<file path="src/logic/rtcc_map.svh">
// Purpose: register map, bit positions and reset values of the rtc control block
// Assumes: 32-bit word per register, byte address = 4 * index
// Notes: rules listed below
// Function
// alarm events only while alarm enable set
// clearing alarm enable clears alarm flag
// control bit 2 reads live alarm flag
// control bit 2 write stores auto-reset
// auto-reset zeroes timer after each alarm
// alarm flag lasts at most one tick
// set bit loads timer, self-clears when done
// capture bit copies timer, self-clears when done
// full 32-bit move, low byte first
// osc control bit 7 gain control enable
// osc control bit 6 selects crystal mode
// osc control bit 5 bias doubling enable
// osc control bit 4 reads amplitude valid
// osc control bit 3 overrides with slow oscillator
// osc control bits 2:0 read zero
// config bit 7 enables cap stepping
// config bit 6 reads cap ready
// config bits 3:0 hold cap target
// config bits 5:4 read zero
// pin config bit 7 shorts crystal pins
// software read-modify-writes pin config
// new target drops ready until applied
`ifndef RTCC_MAP_SVH
`define RTCC_MAP_SVH

`define RTCC_IDX_CAP0 4'h0
`define RTCC_IDX_CTRL 4'h4
`define RTCC_IDX_OSCC 4'h5
`define RTCC_IDX_OSCF 4'h6
`define RTCC_IDX_PIN 4'h7
`define RTCC_IDX_ALM0 4'h8
`define RTCC_IDX_LAST 4'hB

`define RTCC_CTRL_AEN 3
`define RTCC_CTRL_ALARM_FLAG_AUTORESET 2
`define RTCC_CTRL_SET 1
`define RTCC_CTRL_CAP 0

`define RTCC_OSCC_AGC 7
`define RTCC_OSCC_MODE 6
`define RTCC_OSCC_BIAS 5
`define RTCC_OSCC_VALID 4
`define RTCC_OSCC_LFO 3

`define RTCC_OSCF_STEP 7
`define RTCC_OSCF_RDY 6

`define RTCC_PIN_SHORT 7

`define RTCC_OSCC_RST 8'h00
`define RTCC_BYTE_RST 8'h00

`endif

</file>
<file path="src/logic/rtcc_pkg.sv">
// Purpose: shared types of the rtc control block
// Assumes: nothing beyond the map header
// Notes: one-hot codes for the set/capture sequencer
package rtcc_pkg;
    typedef enum logic [2:0] {
        RTCC_OP_IDLE = 3'b001,
        RTCC_OP_SET = 3'b010,
        RTCC_OP_CAP = 3'b100
    } rtcc_op_t;
endpackage

</file>
<file path="src/logic/rtcc_ctrl.sv">
// Purpose: rtc control, alarm, set/capture and oscillator config registers
// Assumes: classic wishbone slave, one ack cycle after request
// Notes: timer transfers wait for the next slow tick
`timescale 1ns/10ps
`default_nettype none
`include "rtcc_map.svh"
module rtcc_ctrl #(
    parameter logic [3:0] LOAD_CAP_RST = 4'h0,
    parameter logic [6:0] PIN_RSV_RST = 7'h00
) (
    input wire logic clk_i,              // system clock, 40 MHz
    input wire logic rst_i,              // sync reset, active high
    input wire logic wb_cyc_i,           // bus cycle
    input wire logic wb_stb_i,           // strobe
    input wire logic wb_we_i,            // write enable
    input wire logic [3:0] wb_sel_i,     // byte lanes
    input wire logic [7:0] wb_adr_i,     // byte address
    input wire logic [31:0] wb_dat_i,    // write data
    output logic [31:0] wb_dat_o,        // read data
    output logic wb_ack_o,               // acknowledge
    input wire logic rtc_tick_i,         // one pulse per slow clock
    input wire logic osc_amp_ok_i,       // amplitude detector
    output logic alarm_event_o,          // alarm event flag
    output logic agc_enable_o,           // gain control on
    output logic crystal_mode_o,         // crystal mode in use
    output logic bias_double_o,          // bias doubling on
    output logic lfo_select_o,           // slow internal osc in use
    output logic xtal_pin_short_o,       // crystal pins shorted
    output logic [3:0] load_cap_o        // applied load cap code
);

    logic ack_r;
    logic ack_nxt;
    logic [31:0] rdat_r;
    logic [31:0] rdat_nxt;

    // control bits and sequencer
    logic alarm_enable_bit_r;
    logic alarm_enable_bit_nxt;
    logic auto_reset_r;
    logic auto_reset_nxt;
    logic alarm_flag_r;
    logic alarm_flag_nxt;
    logic timer_set_request_r;
    logic timer_set_request_nxt;
    logic timer_capture_request_r;
    logic timer_capture_request_nxt;
    rtcc_pkg::rtcc_op_t op_r;
    rtcc_pkg::rtcc_op_t op_nxt;
    logic [7:0] cap_r [4];
    logic [7:0] cap_nxt [4];
    logic [7:0] alm_r [4];
    logic [7:0] alm_nxt [4];

    // oscillator and pin settings
    logic gain_control_enable_r;
    logic gain_control_enable_nxt;
    logic osc_mode_select_r;
    logic osc_mode_select_nxt;
    logic bias_double_enable_r;
    logic bias_double_enable_nxt;
    logic low_freq_osc_select_r;
    logic low_freq_osc_select_nxt;
    logic crystal_mode_r;
    logic crystal_mode_nxt;
    logic osc_amplitude_valid_r;

    logic cap_auto_step_enable_r;
    logic cap_auto_step_enable_nxt;
    logic [3:0] load_cap_target_r;
    logic [3:0] load_cap_target_nxt;
    logic load_cap_ready_r;
    logic load_cap_ready_nxt;

    logic xtal_pin_short_r;
    logic xtal_pin_short_nxt;
    logic [6:0] pin_rsv_r;
    logic [6:0] pin_rsv_nxt;

    // decode nets
    logic req;
    logic wr;
    logic ctrl_wr;
    logic [3:0] idx;
    logic mapped;
    logic [31:0] timer_cnt;
    logic timer_match;
    logic timer_load;
    logic [31:0] cap_word;
    logic [31:0] alm_word;
    logic step_at_target;
    logic tgt_write;

    // a request is answered once; ack_r blocks the repeat cycle
    assign req = wb_cyc_i && wb_stb_i && !ack_r;
    assign wr = req && wb_we_i && wb_sel_i[0];
    assign idx = wb_adr_i[5:2];
    assign mapped = (wb_adr_i[7:6] == 2'b00) && (idx <= `RTCC_IDX_LAST);

    assign cap_word = {cap_r[3], cap_r[2], cap_r[1], cap_r[0]};
    assign alm_word = {alm_r[3], alm_r[2], alm_r[1], alm_r[0]};
    assign timer_load = (op_r == rtcc_pkg::RTCC_OP_SET) && rtc_tick_i;
    assign tgt_write = wr && mapped && (idx == `RTCC_IDX_OSCF);
    assign ctrl_wr = wr && mapped && (idx == `RTCC_IDX_CTRL);

    // tick counter and alarm match
    rtcc_timer #(
        .W(32)
    ) u_timer (
        .clk_i(clk_i),
        .rst_i(rst_i),
        .tick_i(rtc_tick_i),
        .load_i(timer_load),
        .load_val_i(cap_word),
        .auto_rst_i(auto_reset_r),
        .alarm_i(alm_word),
        .count_o(timer_cnt),
        .match_o(timer_match)
    );

    // load cap stepping on slow ticks
    rtcc_cap_step #(
        .W(4),
        .RST_VAL(LOAD_CAP_RST)
    ) u_cap_step (
        .clk_i(clk_i),
        .rst_i(rst_i),
        .tick_i(rtc_tick_i),
        .step_en_i(cap_auto_step_enable_r),
        .target_i(load_cap_target_r),
        .applied_o(load_cap_o),
        .at_target_o(step_at_target)
    );

    // bus answer and read mux
    always_comb begin
        ack_nxt = req;
        rdat_nxt = rdat_r;
        // unused and unmapped bits read zero
        if (req) begin
            rdat_nxt = 32'h0000_0000;
            if (!mapped) begin
                rdat_nxt = 32'h0000_0000;
            end else if (idx < `RTCC_IDX_CTRL) begin
                rdat_nxt[7:0] = cap_r[idx[1:0]];
            end else if (idx == `RTCC_IDX_CTRL) begin
                rdat_nxt[`RTCC_CTRL_AEN] = alarm_enable_bit_r;
                rdat_nxt[`RTCC_CTRL_ALARM_FLAG_AUTORESET] = alarm_flag_r;
                rdat_nxt[`RTCC_CTRL_SET] = timer_set_request_r;
                rdat_nxt[`RTCC_CTRL_CAP] = timer_capture_request_r;
            end else if (idx == `RTCC_IDX_OSCC) begin
                rdat_nxt[`RTCC_OSCC_AGC] = gain_control_enable_r;
                rdat_nxt[`RTCC_OSCC_MODE] = osc_mode_select_r;
                rdat_nxt[`RTCC_OSCC_BIAS] = bias_double_enable_r;
                rdat_nxt[`RTCC_OSCC_VALID] = osc_amplitude_valid_r;
                rdat_nxt[`RTCC_OSCC_LFO] = low_freq_osc_select_r;
            end else if (idx == `RTCC_IDX_OSCF) begin
                rdat_nxt[`RTCC_OSCF_STEP] = cap_auto_step_enable_r;
                rdat_nxt[`RTCC_OSCF_RDY] = load_cap_ready_r;
                rdat_nxt[3:0] = load_cap_target_r;
            end else if (idx == `RTCC_IDX_PIN) begin
                // shorting bit is write-only and reads zero
                rdat_nxt[6:0] = pin_rsv_r;
            end else begin
                rdat_nxt[7:0] = alm_r[idx[1:0]];
            end
        end
    end

    always_ff @(posedge clk_i) begin
        if (rst_i) begin
            ack_r <= 1'b0;
            rdat_r <= 32'h0000_0000;
        end else begin
            ack_r <= ack_nxt;
            rdat_r <= rdat_nxt;
        end
    end

    // ack and data straight from flops
    assign wb_ack_o = ack_r;
    assign wb_dat_o = rdat_r;

    // alarm, set/capture and oscillator configuration state
    always_comb begin
        alarm_enable_bit_nxt = alarm_enable_bit_r;
        auto_reset_nxt = auto_reset_r;
        alarm_flag_nxt = alarm_flag_r;
        timer_set_request_nxt = timer_set_request_r;
        timer_capture_request_nxt = timer_capture_request_r;
        op_nxt = op_r;
        cap_nxt = cap_r;
        alm_nxt = alm_r;

        gain_control_enable_nxt = gain_control_enable_r;
        osc_mode_select_nxt = osc_mode_select_r;
        bias_double_enable_nxt = bias_double_enable_r;
        low_freq_osc_select_nxt = low_freq_osc_select_r;

        cap_auto_step_enable_nxt = cap_auto_step_enable_r;
        load_cap_target_nxt = load_cap_target_r;
        xtal_pin_short_nxt = xtal_pin_short_r;
        pin_rsv_nxt = pin_rsv_r;

        // flag dies at the next tick; a fresh match wins the same tick
        if (rtc_tick_i) begin
            alarm_flag_nxt = 1'b0;
        end

        // software writes, lane 0 only
        if (wr && mapped) begin
            if (idx < `RTCC_IDX_CTRL) begin
                cap_nxt[idx[1:0]] = wb_dat_i[7:0];
            end else if (idx == `RTCC_IDX_CTRL) begin
                alarm_enable_bit_nxt = wb_dat_i[`RTCC_CTRL_AEN];
                if (!wb_dat_i[`RTCC_CTRL_AEN]) begin
                    alarm_flag_nxt = 1'b0;
                end
                auto_reset_nxt = wb_dat_i[`RTCC_CTRL_ALARM_FLAG_AUTORESET];
                if (wb_dat_i[`RTCC_CTRL_SET]) begin
                    timer_set_request_nxt = 1'b1;
                end
                if (wb_dat_i[`RTCC_CTRL_CAP]) begin
                    timer_capture_request_nxt = 1'b1;
                end
            end else if (idx == `RTCC_IDX_OSCC) begin
                gain_control_enable_nxt = wb_dat_i[`RTCC_OSCC_AGC];
                osc_mode_select_nxt = wb_dat_i[`RTCC_OSCC_MODE];
                bias_double_enable_nxt = wb_dat_i[`RTCC_OSCC_BIAS];
                low_freq_osc_select_nxt = wb_dat_i[`RTCC_OSCC_LFO];
            end else if (idx == `RTCC_IDX_OSCF) begin
                cap_auto_step_enable_nxt = wb_dat_i[`RTCC_OSCF_STEP];
                load_cap_target_nxt = wb_dat_i[3:0];
            end else if (idx == `RTCC_IDX_PIN) begin
                xtal_pin_short_nxt = wb_dat_i[`RTCC_PIN_SHORT];
                pin_rsv_nxt = wb_dat_i[6:0];
            end else begin
                alm_nxt[idx[1:0]] = wb_dat_i[7:0];
            end
        end

        // match sets the flag only while enabled, after any clear
        if (timer_match && alarm_enable_bit_nxt) begin
            alarm_flag_nxt = 1'b1;
        end

        // transfers align to a slow tick, set before capture
        case (op_r)
            rtcc_pkg::RTCC_OP_IDLE: begin
                if (timer_set_request_r) begin
                    op_nxt = rtcc_pkg::RTCC_OP_SET;
                end else if (timer_capture_request_r) begin
                    op_nxt = rtcc_pkg::RTCC_OP_CAP;
                end
            end

            rtcc_pkg::RTCC_OP_SET: begin
                if (rtc_tick_i) begin
                    // a request written now survives
                    timer_set_request_nxt = ctrl_wr && wb_dat_i[`RTCC_CTRL_SET];
                    op_nxt = rtcc_pkg::RTCC_OP_IDLE;
                end
            end

            rtcc_pkg::RTCC_OP_CAP: begin
                if (rtc_tick_i) begin
                    for (int i = 0; i < 4; i++) begin
                        cap_nxt[i] = timer_cnt[8*i +: 8];
                    end
                    timer_capture_request_nxt = ctrl_wr && wb_dat_i[`RTCC_CTRL_CAP];
                    op_nxt = rtcc_pkg::RTCC_OP_IDLE;
                end
            end

            default: begin
                op_nxt = rtcc_pkg::RTCC_OP_IDLE;
            end
        endcase

        // slow internal osc overrides the mode bit
        crystal_mode_nxt = osc_mode_select_nxt && !low_freq_osc_select_nxt;
        // a new target holds ready low for at least one cycle
        load_cap_ready_nxt = step_at_target && !tgt_write;
    end

    always_ff @(posedge clk_i) begin
        if (rst_i) begin
            alarm_enable_bit_r <= 1'b0;
            auto_reset_r <= 1'b0;
            alarm_flag_r <= 1'b0;
            timer_set_request_r <= 1'b0;
            timer_capture_request_r <= 1'b0;

            op_r <= rtcc_pkg::RTCC_OP_IDLE;
            for (int i = 0; i < 4; i++) begin
                cap_r[i] <= `RTCC_BYTE_RST;
                alm_r[i] <= `RTCC_BYTE_RST;
            end

            gain_control_enable_r <= 1'(`RTCC_OSCC_RST >> `RTCC_OSCC_AGC);
            osc_mode_select_r <= 1'b0;
            bias_double_enable_r <= 1'b0;
            low_freq_osc_select_r <= 1'b0;
            crystal_mode_r <= 1'b0;
            osc_amplitude_valid_r <= 1'b0;

            cap_auto_step_enable_r <= 1'b0;
            load_cap_target_r <= LOAD_CAP_RST;
            load_cap_ready_r <= 1'b0;
            xtal_pin_short_r <= 1'b0;
            pin_rsv_r <= PIN_RSV_RST;
        end else begin
            alarm_enable_bit_r <= alarm_enable_bit_nxt;
            auto_reset_r <= auto_reset_nxt;
            alarm_flag_r <= alarm_flag_nxt;
            timer_set_request_r <= timer_set_request_nxt;
            timer_capture_request_r <= timer_capture_request_nxt;

            op_r <= op_nxt;
            cap_r <= cap_nxt;
            alm_r <= alm_nxt;

            gain_control_enable_r <= gain_control_enable_nxt;
            osc_mode_select_r <= osc_mode_select_nxt;
            bias_double_enable_r <= bias_double_enable_nxt;
            low_freq_osc_select_r <= low_freq_osc_select_nxt;
            crystal_mode_r <= crystal_mode_nxt;
            osc_amplitude_valid_r <= osc_amp_ok_i;

            cap_auto_step_enable_r <= cap_auto_step_enable_nxt;
            load_cap_target_r <= load_cap_target_nxt;
            load_cap_ready_r <= load_cap_ready_nxt;
            xtal_pin_short_r <= xtal_pin_short_nxt;
            pin_rsv_r <= pin_rsv_nxt;
        end
    end

    // outputs are register copies
    assign alarm_event_o = alarm_flag_r;
    assign agc_enable_o = gain_control_enable_r;
    assign crystal_mode_o = crystal_mode_r;
    assign bias_double_o = bias_double_enable_r;
    assign lfo_select_o = low_freq_osc_select_r;
    assign xtal_pin_short_o = xtal_pin_short_r;
endmodule // rtcc_ctrl
`default_nettype wire

</file>
<file path="src/logic/rtcc_timer.sv">
// Purpose: 32-bit timer counting rtc ticks, with load and alarm match
// Assumes: tick_i is a one-cycle pulse per slow clock period
// Notes: match is combinational, sampled by the parent
`timescale 1ns/10ps
`default_nettype none
module rtcc_timer #(
    parameter int W = 32
) (
    input wire logic clk_i,          // system clock
    input wire logic rst_i,          // sync reset
    input wire logic tick_i,         // slow clock tick
    input wire logic load_i,         // load pulse
    input wire logic [W-1:0] load_val_i, // value to load
    input wire logic auto_rst_i,     // zero on match
    input wire logic [W-1:0] alarm_i, // match value
    output logic [W-1:0] count_o,    // running count
    output logic match_o             // tick with count at alarm
);
    logic [W-1:0] count_r;
    logic [W-1:0] count_nxt;

    assign match_o = tick_i && (count_r == alarm_i);
    assign count_o = count_r;

    always_comb begin
        count_nxt = count_r;
        if (load_i) begin
            count_nxt = load_val_i;
        end else if (match_o && auto_rst_i) begin
            count_nxt = '0;
        end else if (tick_i) begin
            count_nxt = count_r + 1'b1;
        end
    end

    always_ff @(posedge clk_i) begin
        if (rst_i) begin
            count_r <= '0;
        end else begin
            count_r <= count_nxt;
        end
    end
endmodule // rtcc_timer
`default_nettype wire

</file>
<file path="src/logic/rtcc_cap_step.sv">
// Purpose: steps applied load capacitance toward the target code
// Assumes: one step per slow tick
// Notes: disabled stepping applies the target at once
`timescale 1ns/10ps
`default_nettype none
module rtcc_cap_step #(
    parameter int W = 4,
    parameter logic [3:0] RST_VAL = 4'h0
) (
    input wire logic clk_i,          // system clock
    input wire logic rst_i,          // sync reset
    input wire logic tick_i,         // slow clock tick
    input wire logic step_en_i,      // stepping enable
    input wire logic [W-1:0] target_i, // programmed code
    output logic [W-1:0] applied_o,  // applied code
    output logic at_target_o         // applied equals target
);
    logic [W-1:0] applied_r;
    logic [W-1:0] applied_nxt;

    assign applied_o = applied_r;
    assign at_target_o = (applied_r == target_i);

    always_comb begin
        applied_nxt = applied_r;
        if (!step_en_i) begin
            applied_nxt = target_i;
        end else if (tick_i && applied_r < target_i) begin
            applied_nxt = applied_r + 1'b1;
        end else if (tick_i && applied_r > target_i) begin
            applied_nxt = applied_r - 1'b1;
        end
    end

    always_ff @(posedge clk_i) begin
        if (rst_i) begin
            applied_r <= RST_VAL;
        end else begin
            applied_r <= applied_nxt;
        end
    end
endmodule // rtcc_cap_step
`default_nettype wire

</file>
<file path="config.mk">
export PLATFORM = sky130hd
export DESIGN_NAME = rtcc_ctrl
export DESIGN_NICKNAME = d
export VERILOG_FILES = /design/src/logic/rtcc_pkg.sv /design/src/logic/rtcc_ctrl.sv /design/src/logic/rtcc_timer.sv /design/src/logic/rtcc_cap_step.sv
export VERILOG_INCLUDE_DIRS = /design/src /design/src/logic
export SDC_FILE = /design/constraint.sdc
export NUM_CORES = 1
export LEC_CHECK = 0
export BUFFER_PORTS_ARGS = -buffer_cell sky130_fd_sc_hd__buf_2
export CAP_MARGIN = 20
export CORE_UTILIZATION = 40
export CTS_CLUSTER_DIAMETER = 120
export DETAILED_ROUTE_END_ITERATION = 16
export PLACE_DENSITY_LB_ADDON = 0.1
export REMOVE_ABC_BUFFERS = 1
export SYNTH_ARGS = -nofsm -noshare
export SYNTH_HDL_FRONTEND = slang
export SYNTH_HIERARCHICAL = 1
export SYNTH_SLANG_ARGS = --single-unit
</file>
<file path="constraint.sdc">
create_clock -name clk_i -period 5 [get_ports clk_i]
set_input_delay 0.25 -clock clk_i [delete_from_list [all_inputs] [get_ports clk_i]]
set_output_delay 0.25 -clock clk_i [all_outputs]
set_load 0.03 [all_outputs]
</file>
==> results.toml, run 1 <==
[worst_setup_path]
worstSetupEndpointType = "flip-flop"
critical-path-max-stage-delay_ns = 0.50
worst-setup-path-type = "flip-flop to flip-flop"
critical-path-top-cell-by-count = "sky130_fd_sc_hd__ha_1"
crit_cells = 10
cp_slowest_cell = "sky130_fd_sc_hd__or4b_1"
worstPathArrival_ns = 3.00
worst-endpoint-required_ns = 5.29
cp.buffers_inverters = 1
critPathLaunchType = "flip-flop"
crit_fanout = 6
cpLargestDelayFamily = "compound AO/OA/AOI/OAI gates"
critical_path.cell_chain = "inv_1 -> ha_1 -> a21oi_2 -> o211ai_1 -> ha_1 -> a21oi_1 -> nand2_1 -> or4b_1 -> o21ai_0 -> nor4_1"
ff_to_ff_path_depth = 10

[layout]
commonest_non_fill_non_tap_cell_in_the_layout = "sky130_fd_sc_hd__dfxtp_1"
instances_no_fill = 1239
synthToLayoutAreaGrowth_pct = 11.1
finalCoreUtilization_pct = 45.4
mostFrequentLayoutCells = "sky130_fd_sc_hd__dfxtp_1, sky130_fd_sc_hd__nand2_1, sky130_fd_sc_hd__nor2_1"
nets = 1020
drive_above_1_share_pct = 13.2
antenna-diode-count = 0

[sta]
hold_viol_final = 0
setup_total_negative_slack_ns = 0
max_slew_margin_pct = 28.8
fmax_ghz = 0.369
finalMaxSlewViolations = 0
post-route-period-util_pct = 54.2
worst_clock_skew_ns = 0.00853
grt_setup_unrepaired = "false"
tightest_slew_ns = 1.06
setup-violations-final = 0
fin_crit_ns = 2.71

[clock_tree]
postCtsSetupRepairBufs = 0
cts_h_tree_depth = 4
postCtsHoldBufs = 0
numCtsBuffers = 17
clock_tree.buffer_depth = 2
cts_resized = 0
clock_sinks = 137
clkTransAtPathRegs_ns = 0.06
clock_latency_ns = 0.43
cts_tree = "done"
root_buffer_cell = "sky130_fd_sc_hd__clkbuf_16"

[routing]
ant_nets = 0
drt_iter0_markers = 634
detail_route.wirelength_um = 26500
first_pass_iters = 7
drc = 0
route.detailed.wl_per_inst_um = 21.4
vias_per_cell = 5.70
num_vias = 7066

[global_route]
antenna_violations_before_repair = 0
grt_max_degree = 61
global_route.usage.total_pct = 27.0
grt_remaining_overflow = 0
grt_pass1_wl_um = 40400
grt_pass1_vias = 6544

[pwr]
vdd.ir_drop.worst_mv = 0.212
cellPowerDensity_nw_per_um2 = 290
totalPowerFinal_uw = 2570
cellLeakagePower_uw = 0.00327

[synth]
synthDominantAreaCellType = "sky130_fd_sc_hd__dfxtp_1"
ys_ff_latch = 137
postSynthAreaPerCell_sq_um = 8.34
yosys_cell_types = 68
syn_area_sq_um = 7960
synth_simple_gate_area_share_pct = 24.9
synth_adder_area_share_pct = 1.35
synth-warning-count = 6
synth-edff-count = 0
async_set_or_reset_register_ratio_after_synthesis_pct = 0
synth_top_area_share_pct = 34.4
synth_sequential_area_ratio_pct = 34.4
synth_area_leaders = "sky130_fd_sc_hd__dfxtp_1, sky130_fd_sc_hd__mux2i_1, sky130_fd_sc_hd__nand2_1"
post_synth_xor_area_fraction_pct = 5.94
synth_compound_gate_area_share_pct = 15.9
synth_ff_type = "sky130_fd_sc_hd__dfxtp_1"
muxShareOfSynthArea_pct = 10.1
post_synthesis_cells = 955
synth_top_family_by_area = "simple AND/OR/NAND/NOR gates"

[floorplan]
ios = 94
placement_rows = 51
coreArea_sq_um = 19500
floorplan.die_area_sq_um = 20500
chipWidth_um = 143
dieHeight_um = 143
initial_core_utilization_pct = 40.9

[status]
run_status = "finished, final reports clean"

[hold_path]
min_delay_path_depth = 2
timing.hold.worst.class = "primary input to flip-flop"

[place]
routability_congestion_estimate_from_global_placement = 0.858
placed_cells = 1207
port_buffers = 40
dpl.hpwl_um = 18200

[flow_run]
cap_viol_max_count = 0
## registers in the layout (all words and copies together) (netlist names), 3 cells and up
register              count
alm_r                    32
cap_r                    32
load_cap_target_r         4
op_r                      3
pin_rsv_r                 7
u_cap_step/applied_o      4
u_timer/count_o          32
wb_dat_o                  8
## cell usage after synthesis, drive strengths merged (27+ instances only)
master  instances
buf            42
a21oi          64
nor2           86
clkbuf         47
o21ai          29
xnor2          41
nand2         104
a211oi         27
nand3          55
inv            33
dfxtp         137
mux2i          53
## cell families (layout without fill, tap and decap cells)
kind of cell	Yosys count	in the layout
AO/OA/AOI/OAI	189	189
AND/OR/NAND/NOR	376	376
buffers and inverters	123	119
adder cells (fa/ha/maj)	8	8
other	1	24
flip-flops	137	137
XOR/XNOR	54	54
multiplexers	67	67
## worst reg2reg max path: stages (launching register included)
cell and delay [ns]:
sky130_fd_sc_hd__dfxtp_1 0.38, sky130_fd_sc_hd__inv_1 0.08, sky130_fd_sc_hd__ha_1 0.33, sky130_fd_sc_hd__a21oi_2 0.08, sky130_fd_sc_hd__o211ai_1 0.43, sky130_fd_sc_hd__ha_1 0.37, sky130_fd_sc_hd__a21oi_1 0.14, sky130_fd_sc_hd__nand2_1 0.10
sky130_fd_sc_hd__or4b_1 0.50, sky130_fd_sc_hd__o21ai_0 0.09, sky130_fd_sc_hd__nor4_1 0.07
## power breakdown
group          internal, uW  leakage [uW]  switching [uW]
Sequential             1100       0.00110            5.55
Combinational          36.3       0.00187             132
Clock                   800      0.000295             498
## per-layer routing
layer  GRT usage, %  part of all wire (%)  up-vias
met5              0                     0        -
met4           10.9                   2.9        0
met3           4.29                   5.3       41
met2           41.8                    45      252
met1           37.1                    47     3381
li1               -                     -     3392
## final timing paths
kind / start / to / slack [ns]
worst min register to register: wb_dat_o[5] / wb_dat_o[5] / 0.45
worst max-delay path: load_cap_target_r[2] / u_cap_step/applied_o[3] / 2.29
worst min-delay path: osc_amp_ok_i / osc_amplitude_valid_r / 0.03
worst max register to register: load_cap_target_r[2] / u_cap_step/applied_o[3] / 2.29
## through the flow
step / cell area (sq um) / hold slack [ns] / setup slack, ns
6_report: 8840 / 0.0335 / 2.29
3_5_place_dp: 8230 / 0.448 / 2.25
2_1_floorplan: 7590 / 0.316 / 2.21
5_1_grt: 8840 / 0.0503 / 2.10
3_3_place_gp: 8230 / 0.437 / 2.26
4_1_cts: 8840 / 0.0242 / 2.30
## area by class of cell
cell class / instances / area, sq um
tap: 265 / 332
inverter: 34 / 128
fill: 1971 / 10600
multi-input combinational: 718 / 4730
sequential: 137 / 2740
clock inverter: 10 / 115
timing repair buffer: 53 / 300
clock buffer: 22 / 494
(Power assumes the default switching activity.)
==> inputs of run 2 (changes only) <==
ABC_AREA = 1   (was not set)
clock period = 2.3 ns   (was 5 ns; I/O delays follow)
==> run 2 against run 1 <==
Sequential cell count is the same. Count of clock-buffer cells in the layout shrank 2. Global-route usage grew 1.1 points. Fmax grew 22%. Area after synthesis grew 17%. Critical path type unchanged. Combinational power grew to 3.7 times the previous value. Synthesized cell count grew 61%. Wire length grew 24%. Final area grew 19%. Final cell count grew 51%. Critical path depth shrank 5.
==> results.toml, run 2 <==
[global_route]
grt_pass1_wl_um = 50800
grt_remaining_overflow = 0
grt_max_degree = 64
global_route.usage.total_pct = 28.1
antenna_violations_before_repair = 0
grt_pass1_vias = 8685

[worst_setup_path]
worstPathArrival_ns = 2.55
worst-endpoint-required_ns = 2.63
worstSetupEndpointType = "flip-flop"
critical-path-max-stage-delay_ns = 0.76
critical-path-top-cell-by-count = "sky130_fd_sc_hd__inv_1"
crit_fanout = 11
cp_slowest_cell = "sky130_fd_sc_hd__o21ai_0"
critical_path.cell_chain = "inv_1 -> nand4_1 -> o21ai_0 -> a31o_2 -> inv_1"
critPathLaunchType = "flip-flop"
worst-setup-path-type = "flip-flop to flip-flop"

[place]
port_buffers = 40
routability_congestion_estimate_from_global_placement = 0.924
dpl.hpwl_um = 23500
dpl_cell_area_sq_um = 9870

[synth]
yosys_cell_types = 42
synth_area_leaders = "sky130_fd_sc_hd__dfxtp_1, sky130_fd_sc_hd__nand2_1, sky130_fd_sc_hd__inv_1"
synthDominantAreaCellType = "sky130_fd_sc_hd__dfxtp_1"
synth_ff_type = "sky130_fd_sc_hd__dfxtp_1"
most_frequent_cell_after_synthesis = "sky130_fd_sc_hd__nand2_1"
most_frequent_cells_after_synthesis = "sky130_fd_sc_hd__nand2_1, sky130_fd_sc_hd__inv_1, sky130_fd_sc_hd__o21ai_0"
postSynthAreaPerCell_sq_um = 6.02
ys_ff_latch = 137
async_set_or_reset_register_ratio_after_synthesis_pct = 0
syn_area_sq_um = 9280
synth-edff-count = 0
synth_top_area_share_pct = 29.5
post_synthesis_cells = 1542
synth_sequential_area_ratio_pct = 29.5
synth-warning-count = 6

[pwr]
cellLeakagePower_uw = 0.00450
internal_power_uw = 4480
net-switching-power_uw = 1620
vdd.ir_drop.worst_mv = 0.435
cellPowerDensity_nw_per_um2 = 578
seqPwrFrac_pct = 40.2
sw_share_pct = 26.6
clockPowerShare_pct = 49.6
totalPowerFinal_uw = 6100
power.combinational.fraction_pct = 10.3

[layout]
seq_area_sq_um = 2740
nets = 1639
finalCoreUtilization_pct = 46.5
postLayoutCellArea_sq_um = 10600
synthToLayoutAreaGrowth_pct = 13.7
mostFrequentLayoutCells = "sky130_fd_sc_hd__nand2_1, sky130_fd_sc_hd__inv_1, sky130_fd_sc_hd__o21ai_0"
commonest_non_fill_non_tap_cell_in_the_layout = "sky130_fd_sc_hd__nand2_1"
drive_above_1_share_pct = 12.5
multi_input_area_sq_um = 5350
filler_cell_count = 2436
antenna-diode-count = 0

[floorplan]
initial_core_utilization_pct = 40.9
ios = 94
coreArea_sq_um = 22700
chipWidth_um = 154
placement_rows = 55
floorplan.die_area_sq_um = 23800
dieHeight_um = 154

[routing]
vias_per_cell = 5.21
drc = 0
detail_route.wirelength_um = 32700
route.detailed.wl_per_inst_um = 17.4
ant_nets = 0
first_pass_iters = 5
num_vias = 9769
drt_iter0_markers = 921

[hold_path]
timing.hold.worst.class = "primary input to flip-flop"

[sta]
fmax_ghz = 0.450
setup_total_negative_slack_ns = 0
post-route-period-util_pct = 96.6
finalMaxSlewViolations = 0
fin_crit_ns = 2.22
hold_viol_final = 0
worst_clock_skew_ns = 0.0102
grt_setup_unrepaired = "false"
tightest_slew_ns = 0.936
setup-violations-final = 0
max_slew_margin_pct = 37.4

[status]
run_status = "finished, final reports clean"

[clock_tree]
clock_latency_ns = 0.43
cts_h_tree_depth = 4
numCtsBuffers = 17
clkTransAtPathRegs_ns = 0.06
cts_tree = "done"
clock_tree.buffer_depth = 2
root_buffer_cell = "sky130_fd_sc_hd__clkbuf_16"
clock_sinks = 137

[flow_run]
cap_viol_max_count = 0
[run 2: cell count changes after synthesis, sizes merged, moves of 31 or more]
cell | before | now
nor2 | 86 | 146
inv | 33 | 225
a31o | 1 | 32
a21oi | 64 | 107
xnor2 | 41 | 6
nand2 | 104 | 502
mux2i | 53 | 0
o21ai | 29 | 153
[run 2: cells by family after synthesis]
| group | after synthesis | share of synthesized area, % |
|---|---|---|
| flops | 137 | 29.5 |
| fa+ha+maj | 8 | 1.16 |
| other cells | 1 | 0.0404 |
| buf+inv | 317 | 14.4 |
| compound gates | 343 | 21.1 |
| xor+xnor | 8 | 0.755 |
| simple gates | 728 | 33.0 |
[run 2: final timing paths]
check / endpoint / slack, ns / startpoint / cells past startpoint
max reg2reg: cap_r[16] / 0.08 / op_r[1] / 5
min reg2reg: wb_dat_o[4] / 0.46 / wb_dat_o[4] / 2
max: cap_r[16] / 0.08 / op_r[1] / 5
min: pin_rsv_r[4] / 0.02 / wb_dat_i[4] / 3
[run 2: stage by stage]
| step | cells | hold WS, ns | setup WS (ns) |
|---|---|---|---|
| global route | 1876 | 0.0486 | 0.00450 |
| detailed placement | 1845 | 0.321 | 0.101 |
| CTS | 1876 | 0.00383 | 0.0954 |
| floorplan | 1474 | 0.184 | -0.651 |
| global placement | 1845 | 0.325 | 0.120 |
| finish | 1876 | 0.0188 | 0.0776 |
[run 2: routing by layer]
metal,up-vias,global-route usage (%),share of wire (%)
li1,4946,-,-
met1,4390,39.8,47
met2,374,42.1,42
met3,59,4.85,7.5
met4,0,11.0,3.2
met5,-,0,0
[run 2: critical path, delay by kind of cell (launching register included)]
kind | cells | cell delay, ns
AND/OR/NAND/NOR | 1 | 0.72
buffers and inverters | 2 | 0.11
flip-flops | 1 | 0.33
AO/OA/AOI/OAI | 2 | 0.95
[run 2: final cells by class]
class	instances	share of cell area, %
clock buffers	20	4.42
clock inverters	10	1.56
inverters	226	8.06
multi-input cells	1111	50.6
flip-flops and latches	137	26.0
well taps	285	3.38
repair buffers	87	5.97
[run 2: power groups by stage]
stage	Sequential (uW)	Clock [uW]	Combinational [uW]
floorplan	2490	0	363
global placement	2500	0	613
detailed placement	2500	0	614
CTS	2450	3070	618
global route	2460	3160	690
finish	2450	3020	627
[run 2: timing repair]
item | CTS | global route
hold endpoints to repair | 1 | 0
setup buffers | 0 | 0
hold buffers | 1 | 0
resized for setup | 0 | 5
setup endpoints to repair | 0 | 2
